--- src/core/btrw_defines.svh ---
// Constants for the bus timeout, reset and watchdog supervisor
`ifndef BTRW_DEFINES_SVH
`define BTRW_DEFINES_SVH
`define BTRW_CLK_HZ 125000000
`define BTRW_WAIT_LIMIT 8'h99
`define BTRW_WAIT_ONE 8'h01
`define BTRW_GRAY_W 4
`define BTRW_HIGH_W 4
`define BTRW_STAGE_W 8
`define BTRW_WD_MS 200
`define BTRW_WD_CYC ((`BTRW_CLK_HZ / 1000) * `BTRW_WD_MS)
`define BTRW_RST_US 10
`define BTRW_RST_CYC ((`BTRW_CLK_HZ / 1000000) * `BTRW_RST_US)
`define BTRW_TICK_HZ 128
`define BTRW_TICK_CYC (`BTRW_CLK_HZ / `BTRW_TICK_HZ)
`define BTRW_BASE_HZ 32768
`define BTRW_BASE_DIV (`BTRW_CLK_HZ / (2 * `BTRW_BASE_HZ))
`define BTRW_BASE_PER_TICK 16'h00FF
`define BTRW_CNT_W 32
`define BTRW_SER_BITS 3'h7
`endif

--- src/core/btrw_pkg.sv ---
// Types for the bus timeout, reset and watchdog supervisor
package btrw_pkg;
    typedef enum logic [1:0] {
        BTRW_IDLE,
        BTRW_COUNT,
        BTRW_DONE
    } btrw_cycle_t;
endpackage : btrw_pkg

--- src/core/btrw_sync_if.sv ---
// Interface carrying raw pins into the synchroniser and clean levels back
interface btrw_sync_if;
    logic [4:0] raw;
    logic [4:0] clean;
    modport sync (input raw, output clean);
    modport user (output raw, input clean);
endinterface : btrw_sync_if

--- src/core/btrw_top.sv ---
// Bus timeout, system reset, watchdog, RTC ticks and front-panel LED
`include "btrw_defines.svh"
// Overview of operation
// - Bus error drives transfer error low
// - Low stage is 4-bit Gray counter
// - 4-bit high stage, error at 153
// - Size acknowledge ends cycle without error
// - Watchdog logic also makes reset
// - Unserviced watchdog issues reset pulse
// - LED dark while system reset low
// - 128 Hz periodic interrupt pulse
// - 32 kHz refresh clock from base
// - Panel LED follows register LSB
// - LED write-only, read returns option data
// - Each serial access moves one MSB bit
module btrw_top
    import btrw_pkg::*;
#(
    parameter int WD_CYCLES = `BTRW_WD_CYC,
    parameter int TICK_CYCLES = `BTRW_TICK_CYC
)
(
    input wire logic CORE_CLK_I,
    input wire logic RST_I,
    input wire logic TRANSFER_START_N_I,
    input wire logic TRANSFER_ACK_N_I,
    input wire logic [1:0] SIZE_ACK_N_I,
    input wire logic WATCHDOG_SENSE_I,
    input wire logic LED_SEL_N_I,
    input wire logic SERIAL_WR_N_I,
    input wire logic SERIAL_RD_N_I,
    input wire logic SERIAL_WDATA_I,
    input wire logic OPTION_RDATA_I,
    output logic TRANSFER_ERROR_N_O,
    output logic SYS_RESET_N_O,
    output logic RESET_LED_O,
    output logic PANEL_LED_O,
    output logic SERIAL_SHIFT_CLOCK_N_O,
    output logic SERIAL_RDATA_O,
    output logic RTC_IRQ_N_O,
    output logic REFRESH_CLK_O
);
    btrw_sync_if pins ();
    assign pins.raw = {SERIAL_RD_N_I, SERIAL_WR_N_I, WATCHDOG_SENSE_I,
                       SIZE_ACK_N_I[1] & SIZE_ACK_N_I[0], TRANSFER_ACK_N_I};
    btrw_sync u_sync (.clk_i(CORE_CLK_I), .rst_i(RST_I), .pins(pins));

    wire logic ack_n = pins.clean[0];
    wire logic size_ack_n = pins.clean[1];
    wire logic wd_sense = pins.clean[2];
    wire logic ser_wr_n = pins.clean[3];
    wire logic ser_rd_n = pins.clean[4];

    function automatic logic [3:0] gray_inc(input logic [3:0] g);
        logic [3:0] b;
        b = {g[3], g[3] ^ g[2], g[3] ^ g[2] ^ g[1], g[3] ^ g[2] ^ g[1] ^ g[0]};
        b = b + 4'h1;
        return b ^ {1'b0, b[3:1]};
    endfunction : gray_inc

    function automatic logic [3:0] gray_to_bin(input logic [3:0] g);
        return {g[3], g[3] ^ g[2], g[3] ^ g[2] ^ g[1], g[3] ^ g[2] ^ g[1] ^ g[0]};
    endfunction : gray_to_bin

    // Bus cycle supervision
    btrw_cycle_t state_ff, nxt_state;
    logic [`BTRW_GRAY_W-1:0] gray_ff, nxt_gray;
    logic [`BTRW_HIGH_W-1:0] high_ff, nxt_high;
    logic tea_n_ff, nxt_tea_n;
    wire logic [`BTRW_STAGE_W-1:0] wait_count = {high_ff, gray_to_bin(gray_ff)};
    wire logic any_ack = ~ack_n | ~size_ack_n;
    wire logic limit_hit = (wait_count == `BTRW_WAIT_LIMIT - `BTRW_WAIT_ONE);
    wire logic gray_wrap = (gray_to_bin(gray_ff) == 4'hF);

    always_comb
    begin
        nxt_state = state_ff;
        nxt_gray = gray_ff;
        nxt_high = high_ff;
        nxt_tea_n = 1'b1;
        unique case (state_ff)
            BTRW_IDLE:
            begin
                nxt_gray = '0;
                nxt_high = '0;
                if (!TRANSFER_START_N_I)
                    nxt_state = BTRW_COUNT;
            end
            BTRW_COUNT:
            begin
                if (any_ack)
                    nxt_state = BTRW_DONE;
                else if (limit_hit)
                begin
                    nxt_tea_n = 1'b0;
                    nxt_state = BTRW_DONE;
                end
                else
                begin
                    nxt_gray = gray_inc(gray_ff);
                    if (gray_wrap)
                        nxt_high = high_ff + 4'h1;
                end
            end
            BTRW_DONE:
            begin
                nxt_gray = '0;
                nxt_high = '0;
                // Wait for strobe release so one cycle is never counted twice
                if (TRANSFER_START_N_I)
                    nxt_state = BTRW_IDLE;
            end
            default: nxt_state = BTRW_IDLE;
        endcase
    end

    always_ff @(posedge CORE_CLK_I or posedge RST_I)
    begin
        if (RST_I)
        begin
            state_ff <= BTRW_IDLE;
            gray_ff <= '0;
            high_ff <= '0;
            tea_n_ff <= 1'b1;
        end
        else
        begin
            state_ff <= nxt_state;
            gray_ff <= nxt_gray;
            high_ff <= nxt_high;
            tea_n_ff <= nxt_tea_n;
        end
    end
    assign TRANSFER_ERROR_N_O = tea_n_ff;

    // Watchdog: any sense edge restarts the interval
    logic wd_last_ff;
    logic [`BTRW_CNT_W-1:0] wd_cnt_ff;
    logic [`BTRW_CNT_W-1:0] rst_cnt_ff;
    wire logic wd_edge = wd_sense ^ wd_last_ff;
    wire logic wd_expire = (wd_cnt_ff == WD_CYCLES - 1);
    wire logic rst_active = (rst_cnt_ff != '0);

    always_ff @(posedge CORE_CLK_I or posedge RST_I)
    begin
        if (RST_I)
        begin
            wd_last_ff <= 1'b1;
            wd_cnt_ff <= '0;
            rst_cnt_ff <= `BTRW_RST_CYC;
        end
        else
        begin
            wd_last_ff <= wd_sense;
            if (wd_edge || wd_expire || rst_active)
                wd_cnt_ff <= '0;
            else
                wd_cnt_ff <= wd_cnt_ff + 1;
            if (wd_expire)
                rst_cnt_ff <= `BTRW_RST_CYC;
            else if (rst_active)
                rst_cnt_ff <= rst_cnt_ff - 1;
        end
    end

    // Reset pulse is issued from the watchdog reset counter, stretched to a fixed width
    logic sys_rst_n_ff;
    always_ff @(posedge CORE_CLK_I or posedge RST_I)
    begin
        if (RST_I)
            sys_rst_n_ff <= 1'b0;
        else
            sys_rst_n_ff <= ~rst_active;
    end
    assign SYS_RESET_N_O = sys_rst_n_ff;
    assign RESET_LED_O = sys_rst_n_ff;

    // RTC time base: everything derives from the 32.768 kHz half period
    logic [`BTRW_CNT_W-1:0] base_div_ff;
    logic base_clk_ff;
    logic [15:0] base_cnt_ff;
    logic irq_n_ff;
    wire logic base_toggle = (base_div_ff == `BTRW_BASE_DIV - 1);
    // 32768/128 = 256 base cycles per tick, i.e. 512 toggles; count rising edges
    wire logic base_rise = base_toggle & ~base_clk_ff;
    wire logic tick = base_rise & (base_cnt_ff == `BTRW_BASE_PER_TICK);

    always_ff @(posedge CORE_CLK_I or posedge RST_I)
    begin
        if (RST_I)
        begin
            base_div_ff <= '0;
            base_clk_ff <= 1'b0;
            base_cnt_ff <= '0;
            irq_n_ff <= 1'b1;
        end
        else
        begin
            base_div_ff <= base_toggle ? '0 : base_div_ff + 1;
            if (base_toggle)
                base_clk_ff <= ~base_clk_ff;
            if (base_rise)
                base_cnt_ff <= tick ? 16'h0000 : base_cnt_ff + 16'h0001;
            irq_n_ff <= ~tick;
        end
    end
    assign REFRESH_CLK_O = base_clk_ff;
    assign RTC_IRQ_N_O = irq_n_ff;

    // Serial port: each access moves one bit, the MSB of the data byte
    logic wr_last_ff, rd_last_ff;
    logic [7:0] led_shift_ff;
    logic [2:0] bit_cnt_ff;
    logic led_ff, rdata_ff;
    wire logic wr_fall = wr_last_ff & ~ser_wr_n;
    wire logic rd_fall = rd_last_ff & ~ser_rd_n;
    wire logic led_wr = wr_fall & ~LED_SEL_N_I;
    wire logic byte_done = led_wr & (bit_cnt_ff == `BTRW_SER_BITS);

    always_ff @(posedge CORE_CLK_I or posedge RST_I)
    begin
        if (RST_I)
        begin
            wr_last_ff <= 1'b1;
            rd_last_ff <= 1'b1;
            led_shift_ff <= 8'h00;
            bit_cnt_ff <= 3'h0;
            led_ff <= 1'b0;
            rdata_ff <= 1'b0;
        end
        else
        begin
            wr_last_ff <= ser_wr_n;
            rd_last_ff <= ser_rd_n;
            if (led_wr)
            begin
                led_shift_ff <= {led_shift_ff[6:0], SERIAL_WDATA_I};
                bit_cnt_ff <= bit_cnt_ff + 3'h1;
            end
            if (byte_done)
                led_ff <= SERIAL_WDATA_I;
            if (rd_fall & ~LED_SEL_N_I)
                rdata_ff <= OPTION_RDATA_I;
        end
    end
    assign PANEL_LED_O = led_ff;
    assign SERIAL_RDATA_O = rdata_ff;
    assign SERIAL_SHIFT_CLOCK_N_O = ser_wr_n & ser_rd_n;
endmodule : btrw_top

--- src/core/btrw_sync.sv ---
// Three-stage pin synchroniser, output changes once stages two and three agree
module btrw_sync
(
    input wire logic clk_i,
    input wire logic rst_i,
    btrw_sync_if.sync pins
);
    genvar g;
    generate
        for (g = 0; g < 5; g++)
        begin : g_bit
            logic s1_ff, s2_ff, s3_ff, clean_ff;
            always_ff @(posedge clk_i or posedge rst_i)
            begin
                if (rst_i)
                begin
                    s1_ff <= 1'b1;
                    s2_ff <= 1'b1;
                    s3_ff <= 1'b1;
                    clean_ff <= 1'b1;
                end
                else
                begin
                    s1_ff <= pins.raw[g];
                    s2_ff <= s1_ff;
                    s3_ff <= s2_ff;
                    if (s2_ff == s3_ff)
                        clean_ff <= s3_ff;
                end
            end
            assign pins.clean[g] = clean_ff;
        end
    endgenerate
endmodule : btrw_sync

--- config.mk ---
export PLATFORM = sky130hd
export DESIGN_NAME = btrw_top
export DESIGN_NICKNAME = d
export VERILOG_FILES = /design/src/core/btrw_pkg.sv /design/src/core/btrw_sync_if.sv /design/src/core/btrw_top.sv /design/src/core/btrw_sync.sv
export VERILOG_INCLUDE_DIRS = /design/src /design/src/core
export SDC_FILE = /design/constraint.sdc
export NUM_CORES = 1
export LEC_CHECK = 0
export ABC_CLOCK_PERIOD_IN_PS = 4600
export BUFFER_PORTS_ARGS = -buffer_cell sky130_fd_sc_hd__buf_4
export CAP_MARGIN = 20
export CORE_ASPECT_RATIO = 1.4
export CORE_MARGIN = 4
export CORE_UTILIZATION = 50
export DETAILED_ROUTE_END_ITERATION = 7
export GPL_ROUTABILITY_DRIVEN = 0
export HOLD_SLACK_MARGIN = 0.05
export PLACE_DENSITY = 0.75
export SLEW_MARGIN = 0
export SYNTH_ARGS = -nofsm -noshare
export SYNTH_HDL_FRONTEND = slang
export SYNTH_SLANG_ARGS = --single-unit
--- constraint.sdc ---
create_clock -name CORE_CLK_I -period 4.6 [get_ports CORE_CLK_I]
set_input_delay 0.23 -clock CORE_CLK_I [delete_from_list [all_inputs] [get_ports CORE_CLK_I]]
set_output_delay 0.23 -clock CORE_CLK_I [all_outputs]
set_load 0.01 [all_outputs]
# Word level (Yosys, flattened, before mapping)
# Cells that the tools add are included.
[op_classes] n_eq_ne=19 n_addsub=7 muxes=20 bitwise=23 n_reduce_logical=10
[ops] operator="32-bit 2-to-1 mux" n=4
[ops] operator="32-bit by 1-bit adder with 32-bit output, second input constant" n=2
[ops] operator="32-bit by 11-bit == test with 1-bit output, second input constant" n=1
[ops] operator="32-bit by 25-bit == test with 1-bit output, second input constant" n=1
[ops] operator="32-bit nonzero test" n=1
[ops] operator="32-bit by 1-bit subtractor with 32-bit output, second input constant" n=1
[ops] operator="4-bit 2-to-1 mux" n=5
[ops] operator="16-bit by 1-bit adder with 16-bit output, second input constant" n=1
[ops] operator="16-bit by 8-bit == test with 1-bit output, second input constant" n=1
[ops] operator="16-bit 2-to-1 mux" n=1
[ops] operator="4-bit case mux with 2 select lines" n=2
[ops] operator="2-bit inequality test, second input constant" n=5
[ops] operator="1-bit AND" n=9
[ops] operator="4-bit by 1-bit adder with 4-bit output, second input constant" n=2
[ops] operator="8-bit == test, second input constant" n=1
[ops] operator="2-bit 2-to-1 mux" n=4
[ops] operator="1-bit inverter" n=8
[ops] operator="2-bit case mux with 3 select lines" n=1
[ops] operator="3-bit AND reduction" n=2
[ops] operator="1-bit == test" n=5
[ops] operator="4-bit == test, second input constant" n=1
[ops] operator="4-bit AND reduction" n=1
[ops] operator="2-bit nonzero test" n=2
[ops] operator="1-bit XOR" n=4
[ops] operator="11 further kinds" n=14
[totals] elab_cells=116 ff_bits=154 input_bits=12

# Depth between registers and ports, before layout
[depth] depth_word=8 depth_mapped=11 depth_no_buf=11

# Modules after synthesis
# A second synthesis with hierarchy kept.
[unflattened] hier_cells=726 hier_area_um2=7402.1
[modules_own_cells] module="btrw_top" instances=1 area_per_inst_um2=6779.0 cells_per_inst=695
[modules_own_cells] module="btrw_sync" instances=1 area_per_inst_um2=623.1 cells_per_inst=31

# Worst setup path after synthesis
# No wires, ideal clock.
[synth_path] path_type="register -> register" start="register base_div_ff[0]" end="register base_cnt_ff[8]" synth_period_minus_slack_ns=2.751 path_slack_ns=1.849 arrival_time_ns=2.626 setup_ns=0.125 required_ns=4.475 path_stages_with_launch=9 path_buffers=1 path_cell_list="dfrtp_1 inv_1 ha_1 or4b_2 or3_4 or4_1 clkbuf_1 nor2_1 mux2_2"
[synth_between] elab_chain_len=4
[synth_rtl] item="start, declared" line="btrw_top.sv:179" text="logic [`BTRW_CNT_W-1:0] base_div_ff;"
[synth_rtl] item="start signal, assigned" line="btrw_top.sv:199" text="base_div_ff <= base_toggle ? '0 : base_div_ff + 1;"
[synth_rtl] item="32-bit by 11-bit == test with 1-bit output (*)" line="btrw_top.sv:183" text="wire logic base_toggle = (base_div_ff == `BTRW_BASE_DIV - 1);"
[synth_rtl] item="1-bit AND (*)" line="btrw_top.sv:185" text="wire logic base_rise = base_toggle & ~base_clk_ff;"
[synth_rtl] item="1-bit AND" line="btrw_top.sv:186" text="wire logic tick = base_rise & (base_cnt_ff == `BTRW_BASE_PER_TICK);"
[synth_rtl] item="16-bit 2-to-1 mux" line="btrw_top.sv:203" text="base_cnt_ff <= tick ? 16'h0000 : base_cnt_ff + 16'h0001;"
[synth_rtl] item="end signal, assigned" line="btrw_top.sv:203"
[synth_rtl] item="end, declared" line="btrw_top.sv:181" text="logic [15:0] base_cnt_ff;"
# Every way passes the cells marked *; elsewhere a longest branch is shown, timed or not.
# A chain may end at the register's enable or synchronous reset.

# Worst setup path after layout
[layout_path] start="register rst_cnt_ff[4]" end="register rst_cnt_ff[17]"
[layout_between] elab_chain_len=3 elab_cells_between_ends=5 classes_between="add/sub: 1; mux: 2; reduce/logical: 2"
[layout_rtl] item="start, declared" line="btrw_top.sv:139" text="logic [`BTRW_CNT_W-1:0] rst_cnt_ff;"
[layout_rtl] item="start signal, assigned" line="btrw_top.sv:150" text="rst_cnt_ff <= `BTRW_RST_CYC;"
[layout_rtl] item="start signal, assigned" line="btrw_top.sv:160" text="rst_cnt_ff <= `BTRW_RST_CYC;"
[layout_rtl] item="start signal, assigned" line="btrw_top.sv:162" text="rst_cnt_ff <= rst_cnt_ff - 1;"
[layout_rtl] item="32-bit by 1-bit subtractor with 32-bit output" line="btrw_top.sv:162"
[layout_rtl] item="32-bit 2-to-1 mux" line="btrw_top.sv:161" text="else if (rst_active)"
[layout_rtl] item="32-bit 2-to-1 mux" line="btrw_top.sv:159" text="if (wd_expire)"
# Several ways; a longest one is shown, not always the timed one. The select of a mux whose other input is x is not followed.

==> impl_metrics.yaml <==
logic_synthesis:
  synth_warnings: 0
  seq_area_frac_synth_pct: 53.65
  ys_ff_latch: 154
  syn_nets: 708
  synth_edf_count: 0
  synth.top_cell.area_share_pct: 42.78
  ys_async_sr_fraction_pct: 100.0
  synth_common_cells: "124 x dfrtp_1, 80 x nor2_1, 50 x xnor2_1"
  synthTopCellsByArea: "dfrtp_1 43%, dfstp_2 11%, xnor2_1 6.0%"
  synth_ff_type: "dfrtp_1"
  synth_area_um2: 7253
  synth_most_common_cell: "dfrtp_1"
  syn_inst: 682
  yosysUniqueCellTypes: 54
  synth_top_area_cell: "dfrtp_1"
  avgSynthCellArea_um2: 10.64
floorplanning:
  fp.dieH_um: 150.5
  core_area_um2: 14040
  num_rows: 51
  ios: 20
  start_util_pct: 51.67
  die_x_um: 109.8
  dieArea_um2: 16520
placement:
  port_buffers: 19
  post-dp-hpwl_mm: 9.101
timing:
  setup_tns_ns: 0
  skew_ns: 0.009764
  timing.final.crit_share_pct: 67.92
  grt_setup_unrepaired: "no"
  final_hold_viol_count: 0
  timing.slew.headroom_pct: 37.91
  max_freq_mhz: 320.1
  finalCriticalPeriod_ns: 3.124
  worstMarginPinSlew_ns: 0.9282
  finalMaxSlewViolations: 0
  whs_ns: 0.1602
  setup_viol: 0
cts:
  clock-sinks: 154
  cts_tree: "done"
  cts-resized-gates: 0
  clk_pin_slew_worst_paths_ns: 0.07
  cts-root-buf: "clkbuf_16"
  cts_max_level: 4
  cts_buffer_depth: 2
  cts_hold_buf: 9
  postCtsSetupBuffers: 0
  worstSkewPairLatency_ns: 0.42
  numCtsBuffers: 17
critical_path:
  path_depth: 6
  arrival_ns: 3.38
  cpPeakStageDelay_ns: 0.89
  cp-end-kind: "register"
  slowest_stage: "o41ai_4"
  cp-start-kind: "register"
  worstRegToRegCells: 6
  rrSetupSlack_ns: 1.48
  crit_type: "register to register"
  startpoint: "rst_cnt_ff[4]"
  crit_fanout: 20
  cp_data_required_time_ns: 4.86
  critPathBufInv: 1
  cp_cell_sequence: "or4_4 -> or4_1 -> o41ai_4 -> buf_4 -> or3_1 -> a21oi_1"
  crit_family: "simple AND/OR/NAND/NOR gates"
  timing.rr.start: "rst_cnt_ff[4]"
drt:
  vias: 5166
  viasPerCell: 5.640
  wl_per_cell_um: 14.74
  antenna_left: 0
  dr.pass1.iters: 4
  drtIter0Drc: 274
  remaining_drc_errors: 0
  wl_mm: 13.50
power:
  power_frac_seq_pct: 49.3
  cellLeakagePower_uw: 0.003721
  p_int_uw: 2218
  netSwitchingFraction_pct: 24.63
  peakVddDrop_uv: 281.6
  power_density_nw_per_um2: 355.9
  clockPowerShare_pct: 45.1
  combPwrFrac_pct: 5.7
  switchingPower_uw: 724.8
hold_path:
  hp-class: "input pin to register"
  whs_path_depth: 3
  holdCritStartpoint: "LED_SEL_N_I"
layout:
  fin_nets: 744
  multiInputGateArea_um2: 3168
  fin_util_pct: 58.90
  drive_above_1_share_pct: 15.60
  fill_cells: 1138
  seq_area_um2: 3891
  areaGrowthSynthToFinish_pct: 14.01
  n_antenna_cell: 0
global_route:
  antenna_found_initial: 0
  grt_max_degree: 114
  gr-total-overflow: 0
  track_usage_pct: 17.86
  grt_first_pass_wirelength_mm: 23.98
  grt_pass1_vias: 5383
run:
  drv_cap: 0
status:
  status: "finished clean"
-- stage by stage --
step                      setup slack [ns]  total power [uW]  instance area [um^2]  std cells
final                                1.476              2943                  8269        916
after detailed placement             1.366              1638                  7564        872
after CTS                            1.319              2973                  8220        913
after global placement               1.543              1620                  7559        871
after global routing                 1.276              3065                  8269        916
after floorplan                     0.2698              1579                  7253        682
-- cell type report --
| type | instances | area share [%] |
|---|---|---|
| clock buffers | 18 | 5.311 |
| clock inverters | 14 | 1.543 |
| inverters | 22 | 1.059 |
| multi-input cells | 486 | 38.31 |
| flip-flops and latches | 154 | 47.06 |
| well taps | 185 | 2.799 |
| repair buffers | 37 | 3.919 |
-- power by group through the flow --
stage / logic [uW] / registers, uW / clock network [uW]
after floorplan: 110 / 1470 / 0
after global placement: 150 / 1470 / 0
after detailed placement: 163 / 1480 / 0
after CTS: 169 / 1450 / 1350
after global routing: 193 / 1460 / 1410
final: 166 / 1450 / 1330
-- worst min-delay path, stage by stage --
cell	delay, ns
buf_4	0.09
nor3b_1	0.08
xor2_1	0.14
-- layout by cell type (no fill, tap or decap), types with 7 or more instances in the layout --
master / synthesis / layout
buf_4: 4 / 24
clkbuf_16: 0 / 17
nor2_1: 80 / 80
xnor2_1: 50 / 50
dfstp_2: 30 / 30
nor3_1: 20 / 20
xor2_1: 30 / 30
or4_1: 18 / 18
and4_1: 7 / 7
a21oi_1: 30 / 30
dfrtp_1: 124 / 124
nor4_1: 12 / 12
or3_1: 15 / 15
and3_1: 14 / 14
nand3_1: 32 / 32
o21ai_0: 15 / 15
ha_1: 14 / 14
dlygate4sd3_1: 0 / 10
o31ai_1: 12 / 12
nand4_1: 25 / 25
inv_1: 22 / 21
and2_1: 7 / 7
nand2_1: 41 / 41
-- cells by family (layout without fill, tap and decap cells) --
group / after synthesis / in the layout / share of synthesized area [%]
buffers and inverters: 42 / 91 / 2.674
xor gates and xnor gates: 80 / 80 / 9.660
and+or+nand+nor: 304 / 304 / 22.86
adders and majority gates: 19 / 19 / 3.105
AOI/OAI and AO/OA: 76 / 76 / 6.986
DFF: 154 / 154 / 53.65
muxes: 7 / 7 / 1.069
-- path summary, 6_finish.rpt --
path                                         end
max                               rst_cnt_ff[17]
max in group asynchronous  u_sync.g_bit[3].s1_ff
min in group asynchronous         base_div_ff[6]
min reg2reg                u_sync.g_bit[1].s2_ff
max reg2reg                       rst_cnt_ff[17]
min                                bit_cnt_ff[0]
-- sequential cells by signal, summed over array words and instances (netlist names), 2 cells and up --
register               cells
base_cnt_ff               16
wd_cnt_ff                 32
u_sync.g_bit.s3_ff         5
rst_cnt_ff                32
base_div_ff               32
u_sync.g_bit.s2_ff         5
u_sync.g_bit.clean_ff      5
state_ff                   2
bit_cnt_ff                 3
u_sync.g_bit.s1_ff         5
gray_ff                    4
high_ff                    4
-- layer usage --
metal / vias up / routed length (um) / GRT usage, %
li1: 2493 / - / -
met1: 2578 / 5638 / 21.07
met2: 73 / 7312 / 31.96
met3: 22 / 319 / 3.346
met4: 0 / 232 / 6.363
met5: - / 0 / 0
Note: power is estimated with default switching activity, not from simulation.
